--- src/gpb_regs.svh ---
// Purpose: Register offsets, reset values and sizes of the pad bank
// Assumes: Word-aligned byte offsets on a 32-bit bus
// Notes:   Definitions only
`ifndef GPB_REGS_SVH
`define GPB_REGS_SVH

// ============================================================
// Sizes
`define GPB_NPIN 17
`define GPB_ADDR_W 8
`define GPB_FUNC_W 2

// ============================================================
// Register offsets
`define GPB_OUT_OFS 8'h00
`define GPB_OE_OFS 8'h04
`define GPB_IN_OFS 8'h08
`define GPB_PU_OFS 8'h0C
`define GPB_PD_OFS 8'h10
`define GPB_FUNC0_OFS 8'h14
`define GPB_FUNC1_OFS 8'h18
`define GPB_ITYPE_OFS 8'h1C
`define GPB_IPOL_OFS 8'h20
`define GPB_ISTAT_OFS 8'h24
`define GPB_IMASK_OFS 8'h28
`define GPB_HOLD_OFS 8'h2C
`define GPB_STATE_OFS 8'h30

// ============================================================
// Field positions and reset values
`define GPB_HOLD_EN_BIT 0
`define GPB_HOLD_SLEEP_BIT 1
`define GPB_STATE_HOLD_BIT 0
`define GPB_STATE_SLEEP_BIT 1
`define GPB_ZERO_RST 32'h0000_0000

`endif

--- src/gpb_pkg.sv ---
// Purpose: Shared types of the pad bank
// Assumes: Nothing beyond the register header
// Notes:   Function codes are a 2-bit field per pin
package gpb_pkg;

    // ============================================================
    // Pin function select
    typedef enum logic [1:0] {
        FN_GPIO,
        FN_ALT1,
        FN_ALT2,
        FN_ALT3
    } gpb_func_t;

    // ============================================================
    // Bus slave phase
    typedef enum logic [1:0] {
        BUS_IDLE,
        BUS_WR,
        BUS_RD
    } gpb_bus_t;

endpackage : gpb_pkg

--- src/gpb_sense_if.sv ---
// Purpose: Carries input levels, trigger hits and trigger setup
// Assumes: Both ends on clk_sys_i
// Notes:   hit is a per-pin level, high while the trigger condition holds
`timescale 1ns/1ps
`default_nettype none
interface gpb_sense_if #(
    parameter int NPIN = 17
);
    logic [NPIN-1:0] lvl;
    logic [NPIN-1:0] hit;
    logic [NPIN-1:0] edge_sel;
    logic [NPIN-1:0] pol;

    modport sense (input edge_sel, input pol, output lvl, output hit);
    modport core (output edge_sel, output pol, input lvl, input hit);
endinterface : gpb_sense_if
`default_nettype wire

--- src/gpb_sense.sv ---
// Purpose: Synchronises pad inputs and detects edge or level triggers
// Assumes: Pad levels are asynchronous to clk_sys_i
// Notes:   First stage feeds only the second stage
`timescale 1ns/1ps
`default_nettype none
module gpb_sense
    import gpb_pkg::*;
#(
    parameter int NPIN = 17
) (
    // Clock and reset
    input wire logic clk_sys_i,
    input wire logic rst_i,
    // Pads
    input wire logic [NPIN-1:0] pad_in_i,
    // To core
    gpb_sense_if.sense sif
);

    typedef struct packed {
        logic [NPIN-1:0] s1;
        logic [NPIN-1:0] s2;
        logic [NPIN-1:0] s3;
        logic [NPIN-1:0] hit;
    } gpb_sense_st_t;

    gpb_sense_st_t r;
    gpb_sense_st_t n;

    // ============================================================
    // Next state
    always_comb begin
        n = r;
        n.s1 = pad_in_i;
        n.s2 = r.s1;
        n.s3 = r.s2;
        // Edge mode: new level equals polarity; level mode: level equals polarity
        n.hit = ~(r.s2 ^ sif.pol) & (~sif.edge_sel | (r.s2 ^ r.s3));
    end

    always_ff @(posedge clk_sys_i or posedge rst_i) begin
        if (rst_i) begin
            r <= '0;
        end else begin
            r <= n;
        end
    end

    assign sif.lvl = r.s2;
    assign sif.hit = r.hit;

endmodule : gpb_sense
`default_nettype wire

--- src/gpb_bank.sv ---
// Purpose: General purpose pad bank with AHB-Lite registers and interrupt
// Assumes: Peripherals feeding alt_* run on clk_sys_i; pads are asynchronous
// Notes:   Reads take one wait state, writes none; response always OKAY
// Contract
// - Seventeen pins, each function chosen by register
// - Per-pin pull-up, pull-down or high impedance
// - Input level sampled into readable register
// - Per-pin interrupt on edge or on level
// - Non-inverting tristate pad with output enable
// - Pin routable to alternate peripheral functions
// - Hold pad state; output enables forced low asleep
// - Hold keeps undriven pad at last level
//
// Register access over AHB-Lite and the register offsets were chosen for this implementation.
`timescale 1ns/1ps
`default_nettype none
`include "gpb_regs.svh"
module gpb_bank
    import gpb_pkg::*;
#(
    parameter int NPIN = `GPB_NPIN
) (
    // Clock and reset
    input wire logic clk_sys_i,
    input wire logic rst_i,
    // AHB-Lite slave
    input wire logic hsel_i,
    input wire logic [31:0] haddr_i,
    input wire logic [1:0] htrans_i,
    input wire logic hwrite_i,
    input wire logic [2:0] hsize_i,
    input wire logic [31:0] hwdata_i,
    input wire logic hready_i,
    output logic [31:0] hrdata_o,
    output logic hreadyout_o,
    output logic hresp_o,
    // Alternate peripherals, three functions of NPIN bits each
    input wire logic [3*NPIN-1:0] alt_out_i,
    input wire logic [3*NPIN-1:0] alt_oe_i,
    // Power management
    input wire logic sleep_i,
    // Pads
    input wire logic [NPIN-1:0] pad_in_i,
    output logic [NPIN-1:0] pad_out_o,
    output logic [NPIN-1:0] pad_oe_o,
    output logic [NPIN-1:0] pull_up_o,
    output logic [NPIN-1:0] pull_dn_o,
    output logic [NPIN-1:0] keep_o,
    output logic [NPIN-1:0] pin_lvl_o,
    // Interrupt
    output logic irq_o
);

    typedef struct packed {
        logic [NPIN-1:0] out;
        logic [NPIN-1:0] oe;
        logic [NPIN-1:0] pu;
        logic [NPIN-1:0] pd;
        logic [2*NPIN-1:0] func;
        logic [NPIN-1:0] itype;
        logic [NPIN-1:0] ipol;
        logic [NPIN-1:0] istat;
        logic [NPIN-1:0] imask;
        logic hold_en;
        logic sleep_oe_low;
        logic [NPIN-1:0] lvl;
        logic [NPIN-1:0] pad_out;
        logic [NPIN-1:0] pad_oe;
        logic [NPIN-1:0] pull_up;
        logic [NPIN-1:0] pull_dn;
        logic [NPIN-1:0] keep;
        logic irq;
        gpb_bus_t bus;
        logic [`GPB_ADDR_W-1:0] addr;
        logic readyout;
        logic [31:0] rdata;
    } gpb_st_t;

    gpb_st_t r;
    gpb_st_t n;

    logic [NPIN-1:0] mux_out;
    logic [NPIN-1:0] mux_oe;
    logic [31:0] rd_val;
    logic [NPIN-1:0] stat_clr;
    logic [63:0] func_wide;

    gpb_sense_if #(.NPIN(NPIN)) sif ();

    // ============================================================
    // Input sampling and trigger detection
    gpb_sense #(
        .NPIN(NPIN)
    ) u_sense (
        .clk_sys_i(clk_sys_i),
        .rst_i(rst_i),
        .pad_in_i(pad_in_i),
        .sif(sif)
    );

    assign sif.edge_sel = r.itype;
    assign sif.pol = r.ipol;

    // ============================================================
    // Per-pin function routing
    generate
        for (genvar g = 0; g < NPIN; g++) begin : g_pin
            gpb_func_t fsel;
            assign fsel = gpb_func_t'(r.func[2*g +: `GPB_FUNC_W]);
            always_comb begin
                case (fsel)
                    FN_ALT1: begin
                        mux_out[g] = alt_out_i[g];
                        mux_oe[g] = alt_oe_i[g];
                    end
                    FN_ALT2: begin
                        mux_out[g] = alt_out_i[NPIN+g];
                        mux_oe[g] = alt_oe_i[NPIN+g];
                    end
                    FN_ALT3: begin
                        mux_out[g] = alt_out_i[2*NPIN+g];
                        mux_oe[g] = alt_oe_i[2*NPIN+g];
                    end
                    default: begin
                        mux_out[g] = r.out[g];
                        mux_oe[g] = r.oe[g];
                    end
                endcase
            end
        end
    endgenerate

    // ============================================================
    // Read data selection
    always_comb begin
        func_wide = '0;
        func_wide[2*NPIN-1:0] = r.func;
        rd_val = '0;
        if (r.addr == `GPB_OUT_OFS) begin
            rd_val[NPIN-1:0] = r.out;
        end else if (r.addr == `GPB_OE_OFS) begin
            rd_val[NPIN-1:0] = r.oe;
        end else if (r.addr == `GPB_IN_OFS) begin
            rd_val[NPIN-1:0] = r.lvl;
        end else if (r.addr == `GPB_PU_OFS) begin
            rd_val[NPIN-1:0] = r.pu;
        end else if (r.addr == `GPB_PD_OFS) begin
            rd_val[NPIN-1:0] = r.pd;
        end else if (r.addr == `GPB_FUNC0_OFS) begin
            rd_val = func_wide[31:0];
        end else if (r.addr == `GPB_FUNC1_OFS) begin
            rd_val = func_wide[63:32];
        end else if (r.addr == `GPB_ITYPE_OFS) begin
            rd_val[NPIN-1:0] = r.itype;
        end else if (r.addr == `GPB_IPOL_OFS) begin
            rd_val[NPIN-1:0] = r.ipol;
        end else if (r.addr == `GPB_ISTAT_OFS) begin
            rd_val[NPIN-1:0] = r.istat;
        end else if (r.addr == `GPB_IMASK_OFS) begin
            rd_val[NPIN-1:0] = r.imask;
        end else if (r.addr == `GPB_HOLD_OFS) begin
            rd_val[`GPB_HOLD_EN_BIT] = r.hold_en;
            rd_val[`GPB_HOLD_SLEEP_BIT] = r.sleep_oe_low;
        end else if (r.addr == `GPB_STATE_OFS) begin
            rd_val[`GPB_STATE_HOLD_BIT] = r.hold_en;
            rd_val[`GPB_STATE_SLEEP_BIT] = r.sleep_oe_low & sleep_i;
        end
    end

    // ============================================================
    // Write-one-to-clear mask for pending flags
    always_comb begin
        stat_clr = '0;
        if (r.bus == BUS_WR && r.addr == `GPB_ISTAT_OFS) begin
            stat_clr = hwdata_i[NPIN-1:0];
        end
    end

    // ============================================================
    // Next state
    always_comb begin
        n = r;
        n.lvl = sif.lvl;

        // Data phase of a write; unmapped offsets are ignored
        if (r.bus == BUS_WR) begin
            if (r.addr == `GPB_OUT_OFS) begin
                n.out = hwdata_i[NPIN-1:0];
            end else if (r.addr == `GPB_OE_OFS) begin
                n.oe = hwdata_i[NPIN-1:0];
            end else if (r.addr == `GPB_PU_OFS) begin
                n.pu = hwdata_i[NPIN-1:0];
            end else if (r.addr == `GPB_PD_OFS) begin
                n.pd = hwdata_i[NPIN-1:0];
            end else if (r.addr == `GPB_FUNC0_OFS) begin
                n.func[31:0] = hwdata_i;
            end else if (r.addr == `GPB_FUNC1_OFS) begin
                n.func[2*NPIN-1:32] = hwdata_i[2*NPIN-33:0];
            end else if (r.addr == `GPB_ITYPE_OFS) begin
                n.itype = hwdata_i[NPIN-1:0];
            end else if (r.addr == `GPB_IPOL_OFS) begin
                n.ipol = hwdata_i[NPIN-1:0];
            end else if (r.addr == `GPB_IMASK_OFS) begin
                n.imask = hwdata_i[NPIN-1:0];
            end else if (r.addr == `GPB_HOLD_OFS) begin
                n.hold_en = hwdata_i[`GPB_HOLD_EN_BIT];
                n.sleep_oe_low = hwdata_i[`GPB_HOLD_SLEEP_BIT];
            end
        end

        // A hit in the clearing cycle keeps its flag set
        n.istat = (r.istat & ~stat_clr) | sif.hit;
        n.irq = |(n.istat & n.imask);

        // Frozen while holding, so pads ride through a low-power period
        if (!r.hold_en) begin
            n.pad_out = mux_out;
            n.pad_oe = mux_oe;
            n.pull_up = r.pu & ~r.pd;
            n.pull_dn = r.pd & ~r.pu;
        end
        if (r.sleep_oe_low && sleep_i) begin
            n.pad_oe = '0;
        end
        // Keeper only on pins nobody inside drives
        n.keep = {NPIN{r.hold_en}} & ~n.pad_oe;

        // Bus phases
        case (r.bus)
            BUS_RD: begin
                n.rdata = rd_val;
                n.readyout = 1'b1;
                n.bus = BUS_IDLE;
            end
            default: begin
                n.bus = BUS_IDLE;
                n.readyout = 1'b1;
                if (hsel_i && htrans_i[1] && hready_i) begin
                    n.addr = haddr_i[`GPB_ADDR_W-1:0];
                    if (hwrite_i) begin
                        n.bus = BUS_WR;
                    end else begin
                        n.bus = BUS_RD;
                        n.readyout = 1'b0;
                    end
                end
            end
        endcase
    end

    always_ff @(posedge clk_sys_i or posedge rst_i) begin
        if (rst_i) begin
            r <= '0;
            r.bus <= BUS_IDLE;
            r.readyout <= 1'b1;
            r.rdata <= `GPB_ZERO_RST;
        end else begin
            r <= n;
        end
    end

    // ============================================================
    // Outputs
    assign hrdata_o = r.rdata;
    assign hreadyout_o = r.readyout;
    assign hresp_o = 1'b0;
    assign pad_out_o = r.pad_out;
    assign pad_oe_o = r.pad_oe;
    assign pull_up_o = r.pull_up;
    assign pull_dn_o = r.pull_dn;
    assign keep_o = r.keep;
    assign pin_lvl_o = r.lvl;
    assign irq_o = r.irq;

endmodule : gpb_bank
`default_nettype wire

--- config.mk ---
export PLATFORM = sky130hd
export DESIGN_NAME = gpb_bank
export DESIGN_NICKNAME = d
export VERILOG_FILES = /design/src/gpb_pkg.sv /design/src/gpb_sense_if.sv /design/src/gpb_sense.sv /design/src/gpb_bank.sv
export VERILOG_INCLUDE_DIRS = /design/src /design/src/src
export SDC_FILE = /design/constraint.sdc
export NUM_CORES = 1
export LEC_CHECK = 0
export ABC_AREA = 1
export BUFFER_PORTS_ARGS = -buffer_cell sky130_fd_sc_hd__buf_2
export CAP_MARGIN = 20
export CORE_MARGIN = 2
export CORE_UTILIZATION = 35
export CTS_BUF_LIST = sky130_fd_sc_hd__clkbuf_8
export CTS_CLUSTER_DIAMETER = 120
export DETAILED_ROUTE_END_ITERATION = 16
export GPL_TIMING_DRIVEN = 0
export SLEW_MARGIN = 15
export SYNTH_ARGS = -nofsm -noshare
export SYNTH_HDL_FRONTEND = slang
export SYNTH_HIERARCHICAL = 1
export SYNTH_SLANG_ARGS = --single-unit
export TNS_END_PERCENT = 5
--- constraint.sdc ---
create_clock -name clk_sys_i -period 8.8 [get_ports clk_sys_i]
set_input_delay 0.44 -clock clk_sys_i [delete_from_list [all_inputs] [get_ports clk_sys_i]]
set_output_delay 0.44 -clock clk_sys_i [all_outputs]
set_load 0.01 [all_outputs]
* After elaboration in Yosys (flattened, before gate mapping) *
Index checks and enable logic that the tools add are counted.

word-level totals
  latch bits = 0
  memories = 0
  output and inout port bits = 137
  flip-flop bits (word level) = 369
  bits in writable memories = 0
  memory bits (read-only) = 0
  word-level logic and storage cells = 207

cells by class
  magnitude comparators = 0
  reductions and logical operators = 16
  divide/modulo/power cells = 0
  bitwise operators = 27
  shift operators = 0
  $add $sub $neg = 0
  muxes and demuxes = 73
  equality and inequality tests = 65
  $mul = 0

operators with widths
  cell                                                                    count
  17-bit 2-to-1 mux                                                       12
  19-bit 2-to-1 mux                                                       9
  17-bit bitwise AND                                                      6
  17-bit NOT                                                              6
  1-bit one-hot mux with 3 select lines                                   34
  15-bit 2-to-1 mux                                                       6
  2-bit equality test (second input constant)                             35
  51-bit 2-to-1 mux                                                       1
  8-bit by 6-bit equality test with 1-bit output (second input constant)  5
  2-bit by 1-bit equality test with 1-bit output (second input constant)  18
  17-bit OR                                                               2
  17-bit XOR                                                              2
  8-bit by 5-bit equality test with 1-bit output (second input constant)  4
  32-bit 2-to-1 mux                                                       1
  17-bit OR reduction                                                     1
  8-bit by 4-bit equality test with 1-bit output (second input constant)  2
  2-bit 2-to-1 mux                                                        7
  11-bit 2-to-1 mux                                                       1
  11-bit AND reduction                                                    1
  1-bit NOT                                                               10
  9-bit AND reduction                                                     1
  8-bit by 3-bit equality test with 1-bit output (second input constant)  1
  8-bit logical NOT                                                       1
  8-bit AND reduction                                                     1
  other kinds (9)                                                         14

* Longest topological paths before layout *
Gate-level depths: netlist (run 1).

  depth in word-level cells = 14
  gate-level depth with buffers = 15

* By module *
Netlist (run 1), hierarchy kept.

modules (own cells, without submodules)
  module     cells each  instances  area an instance (µm²)  sequential area each (µm²)
  gpb_bank   1,821       1          15,174.6                7,958.9
  gpb_sense  256         1          2,534.9                 1,701.6

* Worst setup path before layout (run 1) *
No wires, ideal clock.

  kind = reg-to-reg
  start point = reg r[39] (netlist name)
  end point = reg r, in the netlist irq_o
  cell stages (with the launch flop) = 14
  slack = 7,130 ps
  data arrival time = 1,551 ps
  data required time = 8,681 ps
  clock period less this slack = 1,670 ps
  cells stage by stage = dfrtp_1 -> nor2_4 -> nand3_4 -> nor2_4 -> nand2_2 -> buf_6 -> o21ai_2 -> nand2_1 -> nand2_1 -> nand2_1 -> nor2_1 -> nand2_1 -> nor2_1 -> nand2_1

RTL lines
  item                    line             source
  start, declared         gpb_bank.sv:79   gpb_st_t r;
  start signal, assigned  gpb_bank.sv:258  r <= n;

* Final worst setup path (run 1) *
  start point = reg r[34] (netlist name)
  end point = reg r, in the netlist hrdata_o[10]

on the way
  word-level cells in the longest chain between the ends = 12

RTL lines
  item                                                      line             source
  8-bit by 6-bit equality test with 1-bit output (no line)  -
  15-bit 2-to-1 mux                                         gpb_bank.sv:159  end else if (r.addr == `GPB_IMASK_OFS) begin
  17-bit 2-to-1 mux                                         gpb_bank.sv:157  end else if (r.addr == `GPB_ISTAT_OFS) begin
  17-bit 2-to-1 mux                                         gpb_bank.sv:155  end else if (r.addr == `GPB_IPOL_OFS) begin
  17-bit 2-to-1 mux                                         gpb_bank.sv:153  end else if (r.addr == `GPB_ITYPE_OFS) begin
  17-bit 2-to-1 mux                                         gpb_bank.sv:151  end else if (r.addr == `GPB_FUNC1_OFS) begin
  32-bit 2-to-1 mux                                         gpb_bank.sv:149  end else if (r.addr == `GPB_FUNC0_OFS) begin
  17-bit 2-to-1 mux                                         gpb_bank.sv:147  end else if (r.addr == `GPB_PD_OFS) begin
  17-bit 2-to-1 mux                                         gpb_bank.sv:145  end else if (r.addr == `GPB_PU_OFS) begin
  17-bit 2-to-1 mux                                         gpb_bank.sv:143  end else if (r.addr == `GPB_IN_OFS) begin
  17-bit 2-to-1 mux                                         gpb_bank.sv:141  end else if (r.addr == `GPB_OE_OFS) begin
  17-bit 2-to-1 mux (*)                                     gpb_bank.sv:139  if (r.addr == `GPB_OUT_OFS) begin

Every way passes the cells marked *; elsewhere a longest branch is shown, timed or not.
A chain may end at the register's enable or synchronous reset.

==> results.py, run 1 <==
metrics = {
    "placed_design": {
        "pre_cts_ws_ns": 6.36,
        "gp_congestion": 0.891,
        "placed_area_sq_mm": 0.0203,
        "hpwl_um": 46800,
        "port_buffers": 301,
    },
    "worst_setup_path": {
        "crit_top_cell": "nand2_1",
        "critical_path_class": "reg2reg",
        "cp_top_family": "simple AND/OR/NAND/NOR gates",
        "cpPeakStageDelay_ns": 0.41,
        "path_cells": "inv_1 -> nand2_1 -> nor2_1 -> nand2_1 -> buf_4 -> clkbuf_1 -> o21ai_0 -> nand2_1 -> nand2_1 -> nand3_1 -> nand2_1 -> inv_1",
        "worst-path-max-fanout": 10,
        "required_ns": 9.32,
        "worstSetupEndpointType": "flip-flop",
        "crit_path_start_kind": "flip-flop",
        "r2r_slack_ns": 6.31,
        "cp_data_arrival_time_ns": 3.01,
        "crit_start": "r[34]",
        "cpMaxStageDelayCell": "o21ai_0",
        "worst-path-buf-inv": 4,
        "reg2reg_from": "r[34]",
    },
    "global_routing": {
        "track_usage_pct": 23.4,
        "grt_pass1_wl_um": 93700,
        "grt_overflow": 0,
        "grt_start_max_net_pins": 49,
        "first_global_vias": 16000,
        "antenna_found_initial": 4,
    },
    "synthesis": {
        "synthMostInstantiatedCell": "nand2_1",
        "synth_cell_type_count": 35,
        "synth_top_area_share_pct": 54.4,
        "synthArstFlopShare_pct": 100,
        "syn_avg_cell_area_sq_um": 8.53,
        "synth_top_cells_by_area": "dfrtp_1 (54%), nand2_1 (13%), buf_4 (7.2%)",
        "synth_fp_nets": 2271,
        "synth.largest_area_cell": "dfrtp_1",
        "synth_seq_cells": 386,
        "synth_area_sq_mm": 0.0177,
        "netlist_top_cells_count": "nand2_1 (604), dfrtp_1 (385), o21ai_0 (247)",
        "synth_flop_cell": "dfrtp_1",
        "yosysWarnings": 6,
        "synth_cells": 2077,
        "yosysSeqAreaShare_pct": 54.5,
        "synth_edf_count": 0,
    },
    "final_layout": {
        "syn2layout_area_growth_pct": 23.5,
        "nNetsFinal": 2674,
        "drive_gt1_share_pct": 25.1,
        "nFillCells": 5040,
        "largest_reg_flops": 114,
        "antennaDiodeCount": 0,
        "regMostFlops": "r",
        "regArea_sq_mm": 0.00966,
        "final_cell_area_sq_mm": 0.0219,
        "multi_input_area_sq_mm": 0.00578,
    },
    "routing": {
        "routedWlPerCell_um": 19.1,
        "drt_iter0_drc": 1534,
        "vias_per_cell": 4.93,
        "wirelength_um": 61400,
        "drtAntennaViolNets": 0,
        "vias": 15800,
        "drc": 0,
        "drt-pass1-iter-count": 5,
    },
    "sta": {
        "holdWs_ns": 0.0333,
        "hold_viol_final": 0,
        "fin_ws_ns": 6.31,
        "setup_viol": 0,
        "slew_violations": 0,
        "finalCritPeriodShare_pct": 28.3,
        "period_needed_ns": 2.49,
        "fin_tns_setup_ns": 0,
        "tightest_slew_ns": 0.992,
        "finalClockSkew_ns": 0.0372,
        "max_freq_mhz": 402,
        "rsz0062_at_grt": "false",
        "max_slew_margin_pct": 33.8,
    },
    "die": {
        "rows": 82,
        "dieHeight_um": 229,
        "core_area_sq_mm": 0.0501,
        "dieArea_sq_mm": 0.0524,
        "initial_utilization_pct": 35.4,
        "fp.dieW_um": 229,
        "ios": 331,
    },
    "cts": {
        "root_buffer": "clkbuf_8",
        "cts_resized": 0,
        "ctsHoldBuffers": 20,
        "cts_tree": "yes",
        "clock-sinks": 386,
        "post_cts_buffers": 0,
        "clk_pin_slew_ns": 0.06,
        "cts_buffer_depth": 3,
        "numCtsBuffers": 69,
        "htreeDepth": 3,
        "clk_latency_ns": 0.65,
    },
    "hold_path": {
        "hold_start": "haddr_i[1]",
        "holdCritPathClass": "in2reg",
    },
    "job": {
        "drv_cap": 0,
    },
    "power": {
        "p_leak_nw": 11.6,
        "worst_ir_drop_vdd_v": 0.0000863,
        "total_power_mw": 4.78,
        "power_density_mw_per_mm2": 219,
    },
    "outcome": {
        "outcome": "completed",
    },
}
## area by class of cell
class	count	area share [%]
buffer	249	7.37
timing repair buffer	332	8.88
clock inverter	41	1.06
multi-input combinational	1266	26.4
inverter	176	3.05
clock buffer	83	5.22
tap	672	3.84
sequential	386	44.2
## stage by stage
| step | cells | utilization, % |
|---|---|---|
| 2_1_floorplan | 2077 | - |
| 3_5_place_dp | 3061 | 40.5 |
| 6_report | 3205 | 43.7 |
| 5_1_grt | 3205 | 43.7 |
| 3_3_place_gp | 3050 | 40.1 |
| 4_1_cts | 3205 | 43.7 |
## path summary, 6_finish.rpt
check	to	depth (start not counted)
max reg2reg	hrdata_o[10]	12
max	hrdata_o[10]	12
min in group asynchronous	u_sense/n[42]	3
max in group asynchronous	hrdata_o[11]	6
min reg2reg	u_sense/sif.lvl[1]	0
min	r[34]	3
## cells in the final DEF, fill, tap and decap left out, drive strengths merged, types with 3 or more instances in the layout
cell         Yosys  routed
a21oi           48      48
a221oi          16      16
a31oi            5       5
buf            191     503
clkbuf          58     141
clkinv           3       9
clkinvlp         0       3
dfrtp          385     385
dlygate4sd3      0      20
inv            173     203
nand2          606     606
nand3          151     151
nand4           26      26
nor2           102     102
o21ai          258     258
o311ai          11      11
o31ai           17      17
or2             16      16
## worst register-to-register path, cell delays in order (launching register included)
cell	delay, ns
dfrtp_1	0.40
inv_1	0.09
nand2_1	0.12
nor2_1	0.28
nand2_1	0.14
buf_4	0.21
clkbuf_1	0.25
o21ai_0	0.41
nand2_1	0.09
nand2_1	0.12
nand3_1	0.13
nand2_1	0.10
inv_1	0.04
## metal layers
metal | up-vias | routed length (um) | GRT usage [%]
met5 | - | 45 | 0
met4 | 8 | 1990 | 9.56
met3 | 110 | 3990 | 4.77
met2 | 599 | 28800 | 37.7
met1 | 7711 | 26600 | 30.8
li1 | 7370 | - | -
## power breakdown
group	leakage (nW)	switching [mW]	internal, mW
Combinational	6.61	0.498	0.453
Sequential	4.21	0.155	1.99
Clock	0.812	0.768	0.915
Total	11.6	1.42	3.36
## logic make-up (layout without fill, tap and decap cells)
logic type	count (synthesis)	after routing	synth area share (%)
buffers and inverters	425	881	12.8
and+or+nand+nor	903	903	21.4
DFF	386	386	54.5
AOI/OAI and AO/OA	362	362	11.2
other	1	1	0.0212
Power figures use the tool's default switching activity.
==> inputs of run 2 (changes only) <==
clock period = 2.2 ns   (was 8.8 ns; I/O delays follow)
==> run 2 against run 1 <==
  * Sequential cell count did not move
  * Via count rose by 2.6%
  * Wire length rose by 1.4%
  * Hold slack got worse by 0.0095 ns
  * Non-clock buffer count rose by 112
  * Clock skew fell by 0.0043 ns
  * Critical path depth fell by 2
  * Sequential power rose to 4.0 times the previous value
  * Die area did not move
  * Cell area rose by 5.6%
==> results.py, run 2 (synthesis gave the netlist of run 1 again) <==
metrics = {
    "routing": {
        "drc": 0,
        "drtAntennaViolNets": 0,
        "drt-pass1-iter-count": 5,
        "wirelength_um": 62200,
        "vias_per_cell": 4.88,
        "routedWlPerCell_um": 18.7,
        "vias": 16200,
        "drt_iter0_drc": 1532,
    },
    "hold_path": {
        "holdCritPathClass": "in2reg",
        "hold_start": "alt_oe_i[48]",
    },
    "worst_setup_path": {
        "crit_start": "r[34]",
        "worst-path-max-fanout": 10,
        "required_ns": 2.71,
        "worstSetupEndpointType": "flip-flop",
        "cp_data_arrival_time_ns": 2.68,
        "critical_path_class": "reg2reg",
        "r2r_slack_ns": 0.03,
        "reg2reg_from": "r[34]",
        "crit_path_start_kind": "flip-flop",
    },
    "sta": {
        "slew_violations": 0,
        "hold_viol_final": 0,
        "finalClockSkew_ns": 0.0330,
        "rsz0062_at_grt": "true",
        "tightest_slew_ns": 0.859,
        "finalCritPeriodShare_pct": 98.8,
        "max_slew_margin_pct": 42.8,
        "period_needed_ns": 2.17,
        "max_freq_mhz": 460,
        "setup_viol": 0,
    },
    "global_routing": {
        "antenna_found_initial": 2,
        "grt_pass1_wl_um": 95500,
        "grt_overflow": 0,
        "grt_start_max_net_pins": 49,
        "track_usage_pct": 23.8,
        "first_global_vias": 16500,
    },
    "final_layout": {
        "drive_gt1_share_pct": 25.5,
        "largest_reg_flops": 114,
        "syn2layout_area_growth_pct": 30.4,
        "nNetsFinal": 2786,
        "fin_util_pct": 46.1,
        "final_common_cell": "nand2_1",
        "regMostFlops": "r",
        "final_cell_mix": "nand2_1 (603), dfrtp_1 (385), buf_2 (317), o21ai_0 (231), inv_1 (196)",
        "antennaDiodeCount": 0,
    },
    "power": {
        "p_sw_mw": 5.74,
        "p_int_mw": 13.6,
        "swShare_pct": 29.6,
        "comb_power_share_pct": 20.8,
        "power_density_mw_per_mm2": 838,
        "clockPowerShare_pct": 34.7,
        "worst_ir_drop_vdd_v": 0.000345,
        "total_power_mw": 19.4,
        "power_frac_seq_pct": 44.4,
        "p_leak_nw": 12.2,
    },
    "placed_design": {
        "port_buffers": 301,
        "hpwl_um": 46800,
        "gp_congestion": 0.891,
    },
    "cts": {
        "clk_latency_ns": 0.64,
        "cts_buffer_depth": 3,
        "root_buffer": "clkbuf_8",
        "numCtsBuffers": 69,
        "htreeDepth": 3,
        "clk_pin_slew_ns": 0.06,
        "clock-sinks": 386,
        "cts_tree": "yes",
    },
    "die": {
        "dieHeight_um": 229,
        "fp.dieW_um": 229,
        "rows": 82,
        "core_area_sq_mm": 0.0501,
        "initial_utilization_pct": 35.4,
        "ios": 331,
        "dieArea_sq_mm": 0.0524,
    },
    "job": {
        "drv_cap": 0,
    },
    "outcome": {
        "outcome": "completed",
    },
}
run 2: worst paths after layout:
check | endpoint | cells past startpoint
worst max-delay path | hrdata_o[3] | 10
worst min-delay path | pad_oe_o[14] | 5
worst max register to register | hrdata_o[3] | 10
worst min register to register | u_sense/sif.lvl[1] | 0
max in group asynchronous | u_sense/n[48] | 5
min in group asynchronous | sif.pol[7] | 3
run 2: through the flow:
stage	instance area [sq um]	std cells	setup TNS (ns)	hold WS, ns	setup slack (ns)
3_5_place_dp	20300	3061	-10.77	0.130	-0.242
2_1_floorplan	17700	2077	-681.92	0.141	-2.15
5_1_grt	23100	3317	-0.517	0.0413	-0.0931
3_3_place_gp	20100	3050	-1402.54	0.221	-4.25
4_1_cts	23000	3312	-0.209	0.00384	-0.0380
6_report	23100	3317	0	0.0239	0.0272
run 2: metal layers:
metal	global-route usage [%]	vias to the layer above	share of wire, %
met2	37.9	646	47
met1	31.0	7814	42
li1	-	7603	-
met4	11.2	4	4.0
met5	0	-	0.034
met3	5.01	135	7.2
run 2: power by group through the flow:
stage                     Clock (mW)  Combinational (mW)  Sequential (mW)
after floorplan                    0                2.49             8.47
after global placement             0                3.68             8.67
after detailed placement           0                3.78             8.70
after CTS                       6.87                4.02             8.58
after global routing            7.20                4.46             8.70
final                           6.73                4.03             8.60
run 2: cell type report:
type | instances | area (sq um)
plain buffers | 249 | 1640
clock inverters | 41 | 231
well taps | 672 | 841
multi-input cells | 1266 | 5860
inverters | 176 | 669
repair buffers | 444 | 3050
fillers | 4936 | 27000
clock buffers | 83 | 1140
flip-flops and latches | 386 | 9660
run 2: timing repair:
| item | 4_1_cts | 5_1_grt |
|---|---|---|
| hold buffers | 127 | 0 |
| endpoints found under the setup margin | 116 | 84 |
| setup buffers | 0 | 5 |
| resized for setup | 17 | 52 |
| pin swaps | 0 | 3 |
| hold endpoints to repair | 287 | 0 |
run 2: critical path: stages (launching register included):
cell and delay (ns):
dfrtp_1 0.39, inv_1 0.08, nand2_1 0.17, nor2_1 0.09, nand2_1 0.08, inv_2 0.09, clkbuf_2 0.28, a221oi_1 0.52
nand3_1 0.21, nand2_1 0.09, inv_1 0.04
==> inputs of run 3 (changes only) <==
ABC_AREA = default   (was 1)
PLACE_DENSITY = 0.64   (was default)
==> run 3 against run 2 <==
  * The run now ends with negative setup slack left
  * Utilization up 0.84 points
  * Clock-buffer cell count up 8
  * Via count down 20%
  * Hold slack better by 0.011 ns
  * Area after synthesis down 2.1%
  * Setup slack worse by 0.39 ns
==> results.py, run 3 <==
metrics = {
    "sta": {
        "slew_violations": 0,
        "tightest_slew_ns": 0.916,
        "rsz0062_at_grt": "true",
        "fin_ws_ns": -0.365,
        "setup_viol": 46,
        "finalClockSkew_ns": 0.0202,
        "hold_viol_final": 0,
        "max_freq_mhz": 390,
        "max_slew_margin_pct": 38.9,
        "period_needed_ns": 2.56,
        "finalCritPeriodShare_pct": 117,
    },
    "synthesis": {
        "synthMostInstantiatedCell": "dfrtp_1",
        "synth_seq_cells": 386,
        "synth_top_cells_by_area": "dfrtp_1 (56%), mux2_2 (10%), buf_4 (7.3%)",
        "netlist_top_cells_count": "dfrtp_1 (385), buf_4 (169), mux2_2 (157)",
        "synth_cell_type_count": 61,
        "syn_avg_cell_area_sq_um": 12.3,
        "synth_edf_count": 0,
        "yosysSeqAreaShare_pct": 55.7,
        "synth_flop_cell": "dfrtp_1",
        "synthArstFlopShare_pct": 100,
        "synth_fp_nets": 1599,
        "synth_top_area_share_pct": 55.6,
        "synth.largest_area_cell": "dfrtp_1",
        "yosysWarnings": 6,
        "synth_cells": 1405,
        "synth_area_sq_mm": 0.0173,
    },
    "hold_path": {
        "whs_path_depth": 4,
        "hold_path_end": "pad_oe_o[3]",
        "holdCritPathClass": "in2reg",
        "hold_start": "alt_oe_i[3]",
    },
    "placed_design": {
        "hpwl_um": 41800,
        "place_inst": 2378,
        "placed_area_sq_mm": 0.0199,
        "gp_congestion": 0.892,
        "port_buffers": 298,
    },
    "global_routing": {
        "track_usage_pct": 21.5,
        "grt_overflow": 0,
        "grt_pass1_wl_um": 81100,
        "antenna_found_initial": 1,
        "first_global_vias": 13200,
        "grt_start_max_net_pins": 54,
    },
    "worst_setup_path": {
        "reg2reg_from": "r[33]",
        "r2r_cells": 6,
        "r2r-end": "irq_o",
        "critical_path_class": "reg2reg",
        "r2r_slack_ns": -0.36,
        "worstSetupEndpointType": "flip-flop",
        "crit_path_start_kind": "flip-flop",
        "cp_data_arrival_time_ns": 3.03,
        "worst-path-max-fanout": 6,
        "required_ns": 2.67,
    },
    "power": {
        "p_sw_mw": 4.69,
        "comb_power_share_pct": 15.3,
        "p_int_mw": 12.8,
        "p_leak_nw": 10.7,
        "power_frac_seq_pct": 46.6,
        "clockPowerShare_pct": 38.1,
        "power_density_mw_per_mm2": 760,
        "worst_ir_drop_vdd_v": 0.000299,
        "swShare_pct": 26.9,
    },
    "outcome": {
        "outcome": "finished, violations left",
        "violations": "negative setup slack",
    },
    "die": {
        "dieArea_sq_mm": 0.0513,
        "initial_utilization_pct": 35.4,
        "core_area_sq_mm": 0.0490,
        "ios": 331,
        "dieHeight_um": 227,
        "rows": 81,
        "fp.dieW_um": 227,
    },
    "job": {
        "drv_cap": 0,
    },
    "routing": {
        "vias": 13000,
        "drt-pass1-iter-count": 5,
        "drt_iter0_drc": 829,
        "drc": 0,
        "drtAntennaViolNets": 0,
        "wirelength_um": 55600,
        "routedWlPerCell_um": 21.1,
        "vias_per_cell": 4.96,
    },
    "final_layout": {
        "fin_cells": 2629,
        "fin_util_pct": 46.9,
        "nNetsFinal": 2109,
        "final_cell_mix": "dfrtp_1 (379), buf_2 (300), buf_4 (210), mux2_2 (143), nand2_1 (137)",
        "regMostFlops": "r",
        "largest_reg_flops": 114,
        "nFillCells": 4484,
        "final_cell_area_sq_mm": 0.0230,
        "drive_gt1_share_pct": 45.2,
        "final_common_cell": "dfrtp_1",
        "syn2layout_area_growth_pct": 32.6,
        "antennaDiodeCount": 0,
    },
    "cts": {
        "clock-sinks": 386,
        "htreeDepth": 3,
        "numCtsBuffers": 68,
        "cts_buffer_depth": 3,
        "clk_pin_slew_ns": 0.06,
        "clk_latency_ns": 0.62,
        "cts_tree": "yes",
        "root_buffer": "clkbuf_8",
    },
}
## run 3: cell types whose count changed after synthesis, moves of 23 or more
cell / previous run / this run
a21oi_1: 48 / 25
a22o_1: 2 / 39
a22oi_1: 0 / 29
inv_1: 169 / 12
mux2_2: 0 / 157
mux4_2: 0 / 34
nand2_1: 604 / 142
nand2b_1: 0 / 23
nand3_1: 145 / 11
nor2_1: 93 / 61
o21ai_0: 247 / 46
## run 3: logic make-up after synthesis
kind of cell	synth area share (%)
flops	55.7
buf+inv	9.25
simple gates	8.08
other cells	0.0216
compound gates	9.95
mux	17.0
## run 3: timing repair
action | in CTS | in global routing
pin swaps | 12 | 11
buffers inserted | 15 | 14
setup endpoints to repair | 201 | 142
hold buffers | 105 | 0
resized for setup | 106 | 58
gates cloned | 0 | 1
hold endpoints to repair | 259 | 0
## run 3: stage by stage
step / hold WS (ns) / worst slack, ns / power [mW] / setup TNS, ns
floorplan: 0.141 / -2.15 / 9.50 / -687.60
global placement: 0.220 / -4.14 / 10.4 / -1498.79
detailed placement: 0.0971 / -1.20 / 10.5 / -144.28
CTS: 0.000659 / -0.383 / 17.5 / -7.00
global route: 0.0294 / -0.382 / 18.2 / -9.33
finish: 0.0351 / -0.365 / 17.5 / -5.70
## run 3: how the worst max path moves through the flow
stage                      from           end  slack (ns)  depth (start not counted)
after detailed placement  r[34]        r[302]       -1.20                          6
after floorplan           rst_i  func_wide[0]       -2.15                          1
after global placement    rst_i    keep_o[11]       -4.14                          2
after global routing      r[33]         irq_o       -0.38                          6
after CTS                 r[35]         irq_o       -0.38                          7
final                     r[33]         irq_o       -0.36                          6
## run 3: power groups by stage
stage               clock network, mW  logic, mW  registers [mW]
floorplan                           0       1.48            8.02
global placement                    0       2.21            8.22
detailed placement                  0       2.30            8.23
CTS                              6.80       2.60            8.13
global route                     7.14       2.87            8.19
finish                           6.66       2.67            8.13
## run 3: area by class of cell
class / instances / area (sq um) / share of cell area [%]
plain buffers: 236 / 1700 / 7.41
flip-flops and latches: 386 / 9670 / 42.1
multi-input cells: 766 / 6340 / 27.6
repair buffers: 444 / 3000 / 13.1
clock buffers: 91 / 1250 / 5.45
clock inverters: 29 / 130 / 0.566
inverters: 13 / 55.1 / 0.240
well taps: 664 / 831 / 3.61
## run 3: critical path: stages (launching register included)
cell and delay, ns:
dfrtp_2 0.49, or4b_4 0.63, o31ai_4 0.30, o2bb2a_4 0.19, a2111o_1 0.41, a2111oi_4 0.26, nand3_2 0.14
## run 3: metal layers
layer	track usage, %	wire length (um)	vias to the layer above
met3	4.21	3190	131
met1	27.6	23100	6584
li1	-	-	5897
met4	11.2	2660	2
met2	34.5	26600	420
met5	0	13	-
